### src/rx_fifo_cfg.svh
/*
 * Address map, field positions, reset values and sizes of the receive queue setup block.
 * Assumes a 32-bit Avalon-MM slave with byte addresses, one register per aligned word.
 */
`ifndef RX_FIFO_CFG_SVH
`define RX_FIFO_CFG_SVH

`define RQ_SETUP_OFS      8'h00
`define QUEUE_SETUP_OFS   8'h04
`define RQ_STATUS_OFS     8'h08
`define RQ_DATA_OFS       8'h0C
`define IRQ_STATUS_OFS    8'h10
`define IRQ_MASK_OFS      8'h14

`define FLUSH_BIT         7
`define CMP_SEL_BIT       6
`define THR_MSB           1
`define THR_LSB           0

`define ENABLE_BIT        0
`define DUPLEX_BIT        1
`define NINE_BIT_BIT      2

`define IRQ_THR_BIT       0
`define IRQ_OVR_BIT       1

`define SETUP_RESET       32'h00000000
`define QSETUP_RESET      3'h0
`define MASK_RESET        2'h0

`define DEPTH_HALF        3'h4
`define DEPTH_FULL        3'h2
`define DEPTH_PLAIN       3'h1

`define THR_HALF_00       3'h4
`define THR_FULL_00       3'h2
`define THR_HALF_10       3'h2
`define THR_FULL_10       3'h2
`define THR_HALF_11       3'h3
`define THR_FULL_11       3'h1
`define THR_ANY_01        3'h1

`endif

### src/rx_fifo_pkg.sv
/*
 * Types shared by the receive queue setup block.
 * Assumes rx_fifo_cfg.svh supplies the numeric constants.
 */
package rx_fifo_pkg;

    typedef logic [2:0] level_type;

    typedef struct packed {
        logic       rx_irq_compare_select;
        logic [1:0] threshold_code;
    } rx_cfg_type;

    typedef struct packed {
        logic nine_bit_mode;
        logic full_duplex;
        logic queue_enable;
    } unit_cfg_type;

    typedef enum logic {
        BUS_IDLE,
        BUS_ANSWER
    } bus_state_type;

endpackage : rx_fifo_pkg

### src/rx_fifo_threshold_config.sv
/*
 * Receive queue of a serial unit with its setup register, fill-level
 * threshold interrupt and an Avalon-MM register slave with waitrequest.
 * Assumes received bytes arrive from the serial engine on core_clk,
 * one byte per rx_byte_valid pulse.
 */
`timescale 1ns/1ns
`default_nettype none
`include "rx_fifo_cfg.svh"

module rx_fifo_threshold_config
    import rx_fifo_pkg::*;
(
    input  wire logic        core_clk,       // 125 MHz clock
    input  wire logic        rst,            // async reset, active high
    input  wire logic [7:0]  address,        // byte address
    input  wire logic        read,           // read request
    input  wire logic        write,          // write request
    input  wire logic [31:0] writedata,      // write data
    input  wire logic [3:0]  byteenable,     // byte lanes
    output logic      [31:0] readdata,       // read data
    output logic             waitrequest,    // stall master
    input  wire logic [7:0]  rx_byte,        // byte from serial engine
    input  wire logic        rx_byte_valid,  // byte strobe
    output logic      [2:0]  rx_level,       // fill level to unit
    output logic             rx_irq_req,     // threshold condition
    output logic             queue_enable,   // queue enable to unit
    output logic             full_duplex,    // duplex select to unit
    output logic             irq             // level interrupt
);

    // threshold code to byte count
    function automatic level_type thr_bytes(input logic [1:0] code,
                                            input logic       fdx);
        level_type t;
        t = `THR_ANY_01;
        case (code)
            2'h0: begin
                t = fdx ? `THR_FULL_00 : `THR_HALF_00;
            end
            2'h2: begin
                t = fdx ? `THR_FULL_10 : `THR_HALF_10;
            end
            2'h3: begin
                t = fdx ? `THR_FULL_11 : `THR_HALF_11;
            end
            default: begin
                t = `THR_ANY_01;
            end
        endcase
        return t;
    endfunction : thr_bytes

    bus_state_type bus_state_r;
    bus_state_type bus_state_nxt;
    rx_cfg_type    rx_cfg_r;
    unit_cfg_type  unit_cfg_r;
    logic [7:0]    mem_r [4];
    logic [1:0]    wr_ptr_r;
    logic [1:0]    rd_ptr_r;
    level_type     level_r;
    level_type     level_nxt;
    logic [1:0]    irq_stat_r;
    logic [1:0]    irq_stat_nxt;
    logic [1:0]    irq_mask_r;
    logic          cond_prev_r;
    logic [31:0]   readdata_r;
    logic          waitrequest_r;

    // bus decode
    wire logic access   = read | write;
    wire logic commit   = access & (bus_state_r == BUS_ANSWER);
    wire logic wr_lane0 = write & commit & byteenable[0];
    wire logic rd_now   = read & commit;
    wire logic sel_setup  = (address == `RQ_SETUP_OFS);
    wire logic sel_qsetup = (address == `QUEUE_SETUP_OFS);
    wire logic sel_status = (address == `RQ_STATUS_OFS);
    wire logic sel_data   = (address == `RQ_DATA_OFS);
    wire logic sel_istat  = (address == `IRQ_STATUS_OFS);
    wire logic sel_imask  = (address == `IRQ_MASK_OFS);

    // write strobes per register
    wire logic wr_setup  = wr_lane0 & sel_setup;
    wire logic wr_qsetup = wr_lane0 & sel_qsetup;
    wire logic wr_istat  = wr_lane0 & sel_istat;
    wire logic wr_imask  = wr_lane0 & sel_imask;

    // a flush beats a same-cycle push: the byte is lost, an overrun is flagged only if the queue had no room
    wire logic flush = wr_setup & writedata[`FLUSH_BIT];

    // queue capacity by mode
    // nine-bit mode or a disabled queue leaves one holding byte
    wire logic    usable = unit_cfg_r.queue_enable & ~unit_cfg_r.nine_bit_mode;
    wire level_type cap  = !usable ? `DEPTH_PLAIN :
                           unit_cfg_r.full_duplex ? `DEPTH_FULL :
                           `DEPTH_HALF;

    wire logic pop  = rd_now & sel_data & (level_r != 3'h0);
    wire logic room = (level_r < cap) | pop;
    wire logic push = rx_byte_valid & room & ~flush;
    wire logic ovr  = rx_byte_valid & ~room;

    // threshold compare
    wire level_type thr = thr_bytes(rx_cfg_r.threshold_code,
                                    unit_cfg_r.full_duplex);
    wire logic cond_eq = (level_r == thr);
    wire logic cond_ge = (level_r >= thr);
    wire logic cond = usable &
                      (rx_cfg_r.rx_irq_compare_select ? cond_ge : cond_eq);
    wire logic cond_rise = cond & ~cond_prev_r;

    // read mux
    wire logic [31:0] rd_setup  = {24'h000000, 1'b0,
                                   rx_cfg_r.rx_irq_compare_select,
                                   4'h0, rx_cfg_r.threshold_code};
    wire logic [31:0] rd_qsetup = {29'h00000000, unit_cfg_r};
    wire logic [31:0] rd_status = {29'h00000000, level_r};
    wire logic [31:0] rd_data   = (level_r != 3'h0) ?
                                  {24'h000000, mem_r[rd_ptr_r]} : 32'h00000000;
    wire logic [31:0] rd_istat  = {30'h00000000, irq_stat_r};
    wire logic [31:0] rd_imask  = {30'h00000000, irq_mask_r};
    logic [31:0] rd_mux;
    always_comb begin
        rd_mux = 32'h00000000;
        if (sel_setup) begin
            rd_mux = rd_setup;
        end else if (sel_qsetup) begin
            rd_mux = rd_qsetup;
        end else if (sel_status) begin
            rd_mux = rd_status;
        end else if (sel_data) begin
            rd_mux = rd_data;
        end else if (sel_istat) begin
            rd_mux = rd_istat;
        end else if (sel_imask) begin
            rd_mux = rd_imask;
        end
    end

    // one wait cycle, then the answer
    always_comb begin
        bus_state_nxt = bus_state_r;
        case (bus_state_r)
            BUS_IDLE: begin
                if (access) begin
                    bus_state_nxt = BUS_ANSWER;
                end
            end
            BUS_ANSWER: begin
                bus_state_nxt = BUS_IDLE;
            end
            default: begin
                bus_state_nxt = BUS_IDLE;
            end
        endcase
    end

    always_ff @(posedge core_clk or posedge rst) begin
        if (rst) begin
            bus_state_r   <= BUS_IDLE;
            waitrequest_r <= 1'b1;
            readdata_r    <= 32'h00000000;
        end else begin
            bus_state_r   <= bus_state_nxt;
            waitrequest_r <= ~(bus_state_nxt == BUS_ANSWER);
            // latched on the request edge; a data pop lands one edge later
            if (read & (bus_state_r == BUS_IDLE)) begin
                readdata_r <= rd_mux;
            end
        end
    end

    // configuration registers
    always_ff @(posedge core_clk or posedge rst) begin
        if (rst) begin
            rx_cfg_r.rx_irq_compare_select <= 1'(`SETUP_RESET >> `CMP_SEL_BIT);
            rx_cfg_r.threshold_code        <= 2'(`SETUP_RESET >> `THR_LSB);
        end else if (wr_setup) begin
            rx_cfg_r.rx_irq_compare_select <= writedata[`CMP_SEL_BIT];
            rx_cfg_r.threshold_code        <= writedata[`THR_MSB:`THR_LSB];
        end
    end

    always_ff @(posedge core_clk or posedge rst) begin
        if (rst) begin
            unit_cfg_r <= `QSETUP_RESET;
        end else if (wr_qsetup) begin
            unit_cfg_r.queue_enable  <= writedata[`ENABLE_BIT];
            unit_cfg_r.full_duplex   <= writedata[`DUPLEX_BIT];
            unit_cfg_r.nine_bit_mode <= writedata[`NINE_BIT_BIT];
        end
    end

    always_ff @(posedge core_clk or posedge rst) begin
        if (rst) begin
            irq_mask_r <= `MASK_RESET;
        end else if (wr_imask) begin
            irq_mask_r <= writedata[1:0];
        end
    end

    // queue storage
    genvar gi;
    generate
        for (gi = 0; gi < 4; gi++) begin : g_entry
            always_ff @(posedge core_clk or posedge rst) begin
                if (rst) begin
                    mem_r[gi] <= 8'h00;
                end else if (push && wr_ptr_r == 2'(gi)) begin
                    mem_r[gi] <= rx_byte;
                end
            end
        end
    endgenerate

    always_comb begin
        level_nxt = level_r;
        if (flush) begin
            level_nxt = 3'h0;
        end else if (push & ~pop) begin
            level_nxt = level_r + 3'h1;
        end else if (pop & ~push) begin
            level_nxt = level_r - 3'h1;
        end
    end

    always_ff @(posedge core_clk or posedge rst) begin
        if (rst) begin
            level_r <= 3'h0;
        end else begin
            level_r <= level_nxt;
        end
    end

    // pointers wrap on four entries; smaller capacities simply stop early
    always_ff @(posedge core_clk or posedge rst) begin
        if (rst) begin
            wr_ptr_r <= 2'h0;
            rd_ptr_r <= 2'h0;
        end else if (flush) begin
            wr_ptr_r <= 2'h0;
            rd_ptr_r <= 2'h0;
        end else begin
            if (push) begin
                wr_ptr_r <= wr_ptr_r + 2'h1;
            end
            if (pop) begin
                rd_ptr_r <= rd_ptr_r + 2'h1;
            end
        end
    end

    // sticky events; a new event beats a same-cycle clear
    // the threshold bit takes the rising edge, so a standing level cannot re-set it
    always_comb begin
        irq_stat_nxt = irq_stat_r;
        if (wr_istat) begin
            irq_stat_nxt = irq_stat_r & ~writedata[1:0];
        end
        if (cond_rise) begin
            irq_stat_nxt[`IRQ_THR_BIT] = 1'b1;
        end
        if (ovr) begin
            irq_stat_nxt[`IRQ_OVR_BIT] = 1'b1;
        end
    end

    always_ff @(posedge core_clk or posedge rst) begin
        if (rst) begin
            irq_stat_r  <= 2'h0;
            cond_prev_r <= 1'b0;
        end else begin
            irq_stat_r  <= irq_stat_nxt;
            cond_prev_r <= cond;
        end
    end

    // registered outputs
    always_ff @(posedge core_clk or posedge rst) begin
        if (rst) begin
            rx_level     <= 3'h0;
            rx_irq_req   <= 1'b0;
            queue_enable <= 1'b0;
            full_duplex  <= 1'b0;
            irq          <= 1'b0;
        end else begin
            rx_level     <= level_nxt;
            rx_irq_req   <= cond;
            queue_enable <= unit_cfg_r.queue_enable;
            full_duplex  <= unit_cfg_r.full_duplex;
            irq          <= |(irq_stat_nxt & irq_mask_r);
        end
    end

    assign readdata    = readdata_r;
    assign waitrequest = waitrequest_r;

endmodule : rx_fifo_threshold_config
`default_nettype wire

### config.mk
export PLATFORM = sky130hd
export DESIGN_NAME = rx_fifo_threshold_config
export DESIGN_NICKNAME = d
export VERILOG_FILES = /design/src/rx_fifo_pkg.sv /design/src/rx_fifo_threshold_config.sv
export VERILOG_INCLUDE_DIRS = /design/src
export SDC_FILE = /design/constraint.sdc
export NUM_CORES = 1
export LEC_CHECK = 0
export ABC_AREA = 1
export BUFFER_PORTS_ARGS = -buffer_cell sky130_fd_sc_hd__buf_2
export CAP_MARGIN = 25
export CORE_ASPECT_RATIO = 1.25
export CORE_MARGIN = 2
export CORE_UTILIZATION = 53
export CTS_CLUSTER_DIAMETER = 80
export DETAILED_ROUTE_END_ITERATION = 10
export PLACE_DENSITY = 0.78
export SYNTH_ARGS = -nofsm -noshare
export SYNTH_HDL_FRONTEND = slang
export SYNTH_SLANG_ARGS = --single-unit
export TNS_END_PERCENT = 30
### constraint.sdc
create_clock -name core_clk -period 2.6 [get_ports core_clk]
set_input_delay 0.39 -clock core_clk [delete_from_list [all_inputs] [get_ports core_clk]]
set_output_delay 0.39 -clock core_clk [all_outputs]
set_load 0.005 [all_outputs]
Word-level counts from Yosys, hierarchy flattened
Index checks and enable logic that the tools add are counted.
- register bits: 87
- reduce and logical (&&, ||, !) cells: 12
- muxes and demuxes: 27
- bitwise logic cells: 34
- equality and inequality tests: 11
- $add $sub $neg: 4
- $lt $le $gt $ge: 3
- operators by type and width (cell ; number):
    $mux W8 ; 7
    $and A1 B1 Y1 ; 20
    $bmux W8 S2 ; 1
    $eq A8 B4 Y1 const B ; 2
    $eq A8 B5 Y1 const B ; 2
    $mux W2 ; 8
    $mux W3 ; 5
    $pmux W3 S3 ; 1
    $eq A2 B2 Y1 const B ; 4
    $eq A8 B3 Y1 const B ; 1
    $logic_not A8 Y1 ; 1
    $not A1 Y1 ; 8
    $reduce_bool A3 Y1 ; 2
    $add A2 B1 Y2 const B ; 2
    $and A2 B2 Y2 ; 2
    $logic_and A1 B1 Y1 ; 4
    $logic_not A2 Y1 ; 2
    $mux W1 ; 4
    $reduce_bool A2 Y1 ; 2
    $add A3 B1 Y3 const B ; 1
    $eq A3 B3 Y1 ; 1
    $ge A3 B3 Y1 ; 1
    $ge A3 B3 Y1 const B ; 1
    $lt A3 B3 Y1 ; 1
    other kinds (7) ; 8

Depth between registers and ports, before layout
Gate-level depths: netlist of run 1.
- depth after elaboration: 13
- gate-level depth with buffers: 19

Worst setup path after synthesis of run 1
No wires, ideal clock.
- path type: register to register
- start point: register unit_cfg_r (netlist bit rd_qsetup[2])
- end point: register rx_level[2]
- path slack: 0.329 ns
- buffers on the path: 0
- library setup time: 0.117 ns
- cell stages (with the launch flop): 20
- required time: 2.483 ns
- arrival time: 2.154 ns
- cells stage by stage: dfrtp_1 -> inv_1 -> nand2_1 -> inv_1 -> nand2_1 -> ha_1 -> nand2_1 -> inv_1 -> nand2_1 -> nand2_1 -> inv_1 -> nand4_1 -> inv_1 -> fa_1 -> xor2_1 -> inv_1 -> nand3_1 -> nand2_1 -> nand2_1 -> nand2_1
- longest elaborated chain between the ends: 10
- RTL lines (item ; line ; text):
    start, declared ; rx_fifo_threshold_config.sv:57 ; unit_cfg_type unit_cfg_r;
    start signal, assigned ; rx_fifo_threshold_config.sv:186 ; unit_cfg_r <= `QSETUP_RESET;
    $not A1 Y1 * ; rx_fifo_threshold_config.sv:93 ; wire logic usable = unit_cfg_r.queue_enable & ~unit_cfg_r.nine_bit_mode;
    $and A1 B1 Y1 * ; rx_fifo_threshold_config.sv:93 ;
    $mux W3 (no line) * ; - ;
    $lt A3 B3 Y1 * ; rx_fifo_threshold_config.sv:99 ; wire logic room = (level_r < cap) | pop;
    $or A1 B1 Y1 * ; rx_fifo_threshold_config.sv:99 ;
    $and A1 B1 Y1 * (2 in series) ; rx_fifo_threshold_config.sv:100 ; wire logic push = rx_byte_valid & room & ~flush;
    $and A1 B1 Y1 or $not A1 Y1 (tied branches) ; rx_fifo_threshold_config.sv:220, rx_fifo_threshold_config.sv:222 ;
    $mux W3 or $and A1 B1 Y1 (tied branches) ; rx_fifo_threshold_config.sv:220, rx_fifo_threshold_config.sv:222 ;
    $mux W3 or $reduce_bool A3 Y1 (tied branches) ; - ;
    end signal, assigned ; rx_fifo_threshold_config.sv:287 ; rx_level <= level_nxt;
    end, declared ; rx_fifo_threshold_config.sv:25 ; output logic [2:0] rx_level,
Mark *: on every way between the ends. The rest lies on a longest branch, timed or not.
A chain may end at the register's enable or synchronous reset.

Worst setup path after layout of run 1
Same ends and word-level chain as after synthesis.

==> impl_metrics.ini, run 1 <==
[timing]
fmax_ghz = 0.420
drv_slew = 0
slew_headroom_pct = 59.6
finalCritPeriodShare_pct = 91.6
finalCriticalPeriod_ns = 2.38
timing_worst_slew_pin_value_ns = 0.605
setup_viol = 0
clock_skew_ns = 0.0146
hold_viol = 0

[worst_setup_path]
crit_fanout = 3
startpoint_type = register
cp-end-kind = register
critical_path_arrival_ns = 2.62
critPathKind = register to register
critPathBufInv = 6
path_delay_family = simple AND/OR/NAND/NOR gates
reg2reg_from = rd_qsetup[2]$_DFFE_PP0P_
path_cells = inv_2, nand2_2, inv_1, nand2_1, ha_1, nand2_1, inv_1, nand2_1, nand2_2, inv_1, nand4_1, inv_1, fa_1, xor2_1, inv_1, nand3_1, nand2_1, nand2_1, nand2_1
r2r-end = rx_level[2]$_DFFE_PP0P_
slowest_delay_ns = 0.38
required_ns = 2.84
critPathSlowestCell = dfrtp_1
ff2ff_setup_slack_ns = 0.22
cpMostUsedCell = nand2_1
reg2reg_depth = 19

[place]
dp_hpwl_um = 5620
placedCellCount = 539
port_buffers = 42
gp_congestion = 0.914

[synth]
yosysSeqAreaShare_pct = 44.4
synth_area_sq_um = 3550
synth.distinct_cells = 35
synth_area_per_cell_sq_um = 8.63
synthFlopType = dfrtp_1
postSynthCellCount = 412
synth-edff-count = 0
synth_seq_cells = 63
yosys_warnings = 0
postSynth.asyncResetShare_pct = 100

[layout]
layout-drive-gt1-share_pct = 27.1
area.growth.synth_to_final_pct = 12.7
stdcell_count = 555
num_antenna_cells = 0
fin_nets = 530

[floorplan]
die_h_um = 95.6
num_io_pins = 97
initial_core_util_pct = 54.5
die_x_um = 77.3
design.die.area_sq_um = 7380
design.core.area_sq_um = 6520
fp-row-count = 33

[cts]
cts_max_level = 3
clkLatencyLatePin_ns = 0.35
clock_sinks = 63
cts_setup_buffers = 0
cts_made_buffers = 9
cts_tree = yes
clock_path_buffers = 2
clk_pin_slew_ns = 0.09
cts_root_buf = clkbuf_8

[routing]
dr.first_iter.drc_count = 152
drcViolationCount = 0
drt-pass1-iter-count = 4
vias_per_cell = 5.01
routed-via-count = 2779
drtAntennaViolNets = 0
wl_per_cell_um = 13.6
wirelength_um = 7570

[global_route]
grt_max_degree = 30
grt_pass1_wl_um = 12400
use_met1_pct = 26.6
grt_use_met3_pct = 5.02
gr-usage-all-layers_pct = 21.9
grtUsageMet2_pct = 37.3
grt_pass1_vias = 2668
antenna_found_initial = 0
grt_overflow = 0
busiest_layer = met2

[power]
power_uw = 3650
irDropWorstVdd_mv = 0.502
power.leakage_uw = 0.00212
powerDensity_nw_per_um2 = 911

[run]
maxCapViolCount = 0

[min_path]
hold_path.class = input port to asynchronous set/reset pin

[status]
status = finished clean
## layer usage
layer,vias to the layer above,part of all wire [%],routed length (um)
met5,-,0,0
met4,0,2.2,165
met3,15,5.9,448
met2,97,51,3830
met1,1287,41,3130
li1,1380,-,-
## sequential cells by signal, indices dropped and copies added (netlist names)
register      flops
mem_r            32
readdata          8
rd_qsetup         3
rd_setup          3
rx_level          3
irq_mask_r        2
irq_stat_r        2
rd_ptr_r          2
wr_ptr_r          2
bus_state_r       1
full_duplex       1
irq               1
queue_enable      1
rx_irq_req        1
waitrequest       1
## stage by stage
step                setup TNS [ns]  cell area, sq um  hold WS [ns]  util, %  setup WS (ns)
floorplan                        0              3640         0.395        -          0.329
global placement                 0              3770         0.445     57.9          0.174
detailed placement               0              3770         0.444     57.9          0.145
CTS                              0              4000         0.118     61.3          0.122
global route              -0.00409              4010         0.146     61.4       -0.00409
finish                           0              4010         0.102     61.4          0.219
## cell type report
cell class | instances | area [sq um]
Multi-Input combinational cell | 290 | 1640
Fill cell | 583 | 2520
Tap cell | 87 | 109
Clock inverter | 7 | 103
Clock buffer | 9 | 124
Timing Repair Buffer | 50 | 270
Sequential cell | 63 | 1580
Inverter | 49 | 184
## what timing repair did
action,in CTS,in global routing
gates resized for setup,0,3
endpoints found under the setup margin,0,1
hold buffers,0,0
## cell families (layout without fill, tap and decap cells)
family,count (synthesis),in the layout,synth area share (%)
mux,1,1,0.317
other cells,1,24,0.105
simple gates,167,167,22.7
fa+ha+maj,10,10,3.73
compound gates,87,87,16.4
flops,63,63,44.4
buf+inv,82,115,12.1
xor+xnor,1,1,0.246
## synthesized netlist by cell type, types with 2 or more instances
cell type	number	area share [%]
nor2_8	2	1.1
o21ai_2	32	7.9
inv_1	47	5.0
nor4_1	2	0.35
ha_1	9	3.2
a21oi_1	19	2.7
nand2_4	7	2.2
o22ai_1	2	0.35
dfrtp_1	62	44
nand2_1	109	12
nand3_4	2	0.99
buf_4	24	5.1
nor2_4	2	0.63
clkbuf_1	3	0.32
o21ai_0	28	3.9
nor2_1	16	1.7
buf_6	4	1.3
nand3_1	14	2.0
a32o_1	4	1.1
nor3_1	2	0.28
nand2_2	8	1.4
## how the worst max path moves through the flow
stage                             start                      end  slack (ns)  cells after the start
3_5_place_dp   rd_qsetup[2]$_DFFE_PP0P_  rx_level[2]$_DFFE_PP0P_        0.15                     19
3_3_place_gp   rd_qsetup[2]$_DFFE_PP0P_  rx_level[2]$_DFFE_PP0P_        0.17                     19
6_report       rd_qsetup[2]$_DFFE_PP0P_  rx_level[2]$_DFFE_PP0P_        0.22                     19
5_1_grt        rd_qsetup[2]$_DFFE_PP0P_  rx_level[2]$_DFFE_PP0P_      -0.004                     19
2_1_floorplan  rd_qsetup[2]$_DFFE_PP0P_  rx_level[2]$_DFFE_PP0P_        0.33                     19
4_1_cts        rd_qsetup[2]$_DFFE_PP0P_  rx_level[2]$_DFFE_PP0P_        0.12                     19
## report_power, final
group          internal, uW  switching (uW)  leakage (uW)
Combinational           499             716       0.00123
Sequential             1270             188      0.000784
Clock                   551             427      0.000111
## layout by cell type (no fill, tap or decap), types with 7 or more instances in the layout
cell type	n
dfrtp_1	62
nor2_1	16
clkbuf_8	9
ha_1	9
buf_2	42
nand2_4	7
nand3_1	14
a21oi_1	19
o21ai_2	32
o21ai_0	28
nand2_1	107
buf_4	8
nand2_2	10
conb_1	24
inv_1	45
Power figures use the tool's default switching activity.
==> run 2, diff against run 1 <==
--- a/config.mk
+++ b/config.mk
@@ -14,7 +14,7 @@
 export CORE_UTILIZATION = 53
 export CTS_CLUSTER_DIAMETER = 80
 export DETAILED_ROUTE_END_ITERATION = 10
-export PLACE_DENSITY = 0.78
+export PLACE_DENSITY = 0.83
 export SYNTH_ARGS = -nofsm -noshare
 export SYNTH_HDL_FRONTEND = slang
 export SYNTH_SLANG_ARGS = --single-unit
==> constraint.sdc (replaced) <==
create_clock -name core_clk -period 2.6 [get_ports core_clk]
set_input_delay 0.52 -clock core_clk [delete_from_list [all_inputs] [get_ports core_clk]]
set_output_delay 0.52 -clock core_clk [all_outputs]
set_load 0.005 [all_outputs]
==> impl_metrics.ini, run 2 (synthesis gave the netlist of run 1 again) <==
[run]
maxCapViolCount = 0

[routing]
vias_per_cell = 5.10
dr.first_iter.drc_count = 115
routed-via-count = 2839
drtAntennaViolNets = 0
drcViolationCount = 0
wirelength_um = 7400
highest_layer = met4
wl_per_cell_um = 13.3
drt-pass1-iter-count = 4
dr_wl_met3_um = 312
met1_length_um = 2950
wl_met2_um = 3990

[min_path]
hold_path.class = input port to register
hold_depth = 2
worstHoldStart = write
holdPathEnd = waitrequest$_DFF_PP1_

[worst_setup_path]
ff2ff_setup_slack_ns = 0.25
crit_fanout = 3
path_delay_family = simple AND/OR/NAND/NOR gates
reg2reg_from = rd_qsetup[2]$_DFFE_PP0P_
critical_path_arrival_ns = 2.58
slowest_delay_ns = 0.37
r2r-end = rx_level[2]$_DFFE_PP0P_
startpoint_type = register
reg2reg_depth = 19
cpMostUsedCell = nand2_1
cp-end-kind = register
critPathKind = register to register
critPathSlowestCell = dfrtp_1
critPathBufInv = 6
path_cells = inv_2, nand2_1, inv_1, nand2_1, ha_1, nand2_1, inv_1, nand2_1, nand2_2, inv_1, nand4_1, inv_1, fa_2, xor2_2, inv_1, nand3_1, nand2_1, nand2_1, nand2_1
required_ns = 2.83

[cts]
clock_sinks = 63
cts_root_buf = clkbuf_8
clkLatencyLatePin_ns = 0.34
clock_path_buffers = 2
cts_max_level = 3
cts_tree = yes
clk_pin_slew_ns = 0.08
cts_made_buffers = 9

[timing]
slew_headroom_pct = 47.2
timing_worst_slew_pin_value_ns = 0.792
drv_slew = 0
fmax_ghz = 0.425
finalCriticalPeriod_ns = 2.35
hold_viol = 0
setup_viol = 0
clock_skew_ns = 0.0146
finalCritPeriodShare_pct = 90.5
fin_setup_tns_ns = 0

[floorplan]
design.die.area_sq_um = 7380
design.core.area_sq_um = 6520
initial_core_util_pct = 54.5
fp-row-count = 33
die_x_um = 77.3
die_h_um = 95.6
num_io_pins = 97

[place]
dp_hpwl_um = 5360
gp_congestion = 0.916
port_buffers = 42

[layout]
final_common_cell = nand2_1
area.growth.synth_to_final_pct = 13.4
final_cell_mix = nand2_1 (108), dfrtp_1 (62), inv_1 (45)
fin_nets = 532
largest-register = mem_r
num_antenna_cells = 0
post-route-util_pct = 61.8
layout-drive-gt1-share_pct = 27.7
largest_register_ffs = 32

[global_route]
grt_pass1_wl_um = 12400
gr-usage-all-layers_pct = 21.5
antenna_found_initial = 0
grt_max_degree = 64
grt_overflow = 0
grt_pass1_vias = 2754

[power]
irDropWorstVdd_mv = 0.459
powerDensity_nw_per_um2 = 918
power.leakage_uw = 0.00213

[status]
status = finished clean
## run 2: how the worst max path moves through the flow
stage	slack, ns	cells past startpoint	endpoint	startpoint
2_1_floorplan	0.33	19	rx_level[2]$_DFFE_PP0P_	rd_qsetup[2]$_DFFE_PP0P_
3_3_place_gp	0.19	19	rx_level[2]$_DFFE_PP0P_	rd_qsetup[2]$_DFFE_PP0P_
3_5_place_dp	0.15	19	rx_level[2]$_DFFE_PP0P_	rd_qsetup[2]$_DFFE_PP0P_
4_1_cts	0.12	19	rx_level[2]$_DFFE_PP0P_	rd_qsetup[2]$_DFFE_PP0P_
5_1_grt	-0.005	19	rx_level[2]$_DFFE_PP0P_	rd_qsetup[2]$_DFFE_PP0P_
6_report	0.25	19	rx_level[2]$_DFFE_PP0P_	rd_qsetup[2]$_DFFE_PP0P_
## run 2: layer usage
| layer | vias up | track usage, % |
|---|---|---|
| met5 | - | 0 |
| met4 | 0 | 8.78 |
| met3 | 14 | 3.79 |
| met2 | 90 | 39.3 |
| met1 | 1350 | 25.0 |
| li1 | 1385 | - |
## run 2: stage by stage
| step | area, sq um | setup WS (ns) | power [uW] | hold slack [ns] | std cells |
|---|---|---|---|---|---|
| 6_report | 4030 | 0.247 | 3700 | 0.381 | 557 |
| 3_3_place_gp | 3780 | 0.188 | 2610 | 0.433 | 540 |
| 4_1_cts | 4010 | 0.123 | 3670 | 0.370 | 556 |
| 3_5_place_dp | 3780 | 0.148 | 2680 | 0.443 | 540 |
| 2_1_floorplan | 3640 | 0.329 | 2430 | 0.395 | 435 |
| 5_1_grt | 4030 | -0.00524 | 3950 | 0.391 | 557 |
## run 2: layout make-up
cell class | instances | area [sq um]
inverters | 49 | 184
multi-input cells | 290 | 1650
fillers | 536 | 2490
clock inverters | 6 | 91.3
clock buffers | 10 | 138
well taps | 87 | 109
flip-flops and latches | 63 | 1580
repair buffers | 52 | 285
## run 2: worst reg2reg max path, delay by kind of cell, from the launching register on
| family | cells | cell delay (ns) |
|---|---|---|
| XOR/XNOR | 1 | 0.18 |
| adder cells (fa/ha/maj) | 2 | 0.64 |
| buffers and inverters | 6 | 0.37 |
| flip-flops | 1 | 0.37 |
| AND/OR/NAND/NOR | 10 | 0.68 |
## run 2: where the power goes
| part | internal [uW] | total, uW | switching [uW] | leakage (uW) |
|---|---|---|---|---|
| sequential | 1270 | 1460 | 188 | 0.000784 |
| clock | 569 | 969 | 400 | 0.000105 |
| combinational | 526 | 1270 | 748 | 0.00124 |
## run 2: timing repair
action,CTS,global route
buffers inserted,0,1
hold buffers,0,0
setup endpoints to repair,0,1
gates resized for setup,0,4
hold endpoints to repair,0,0
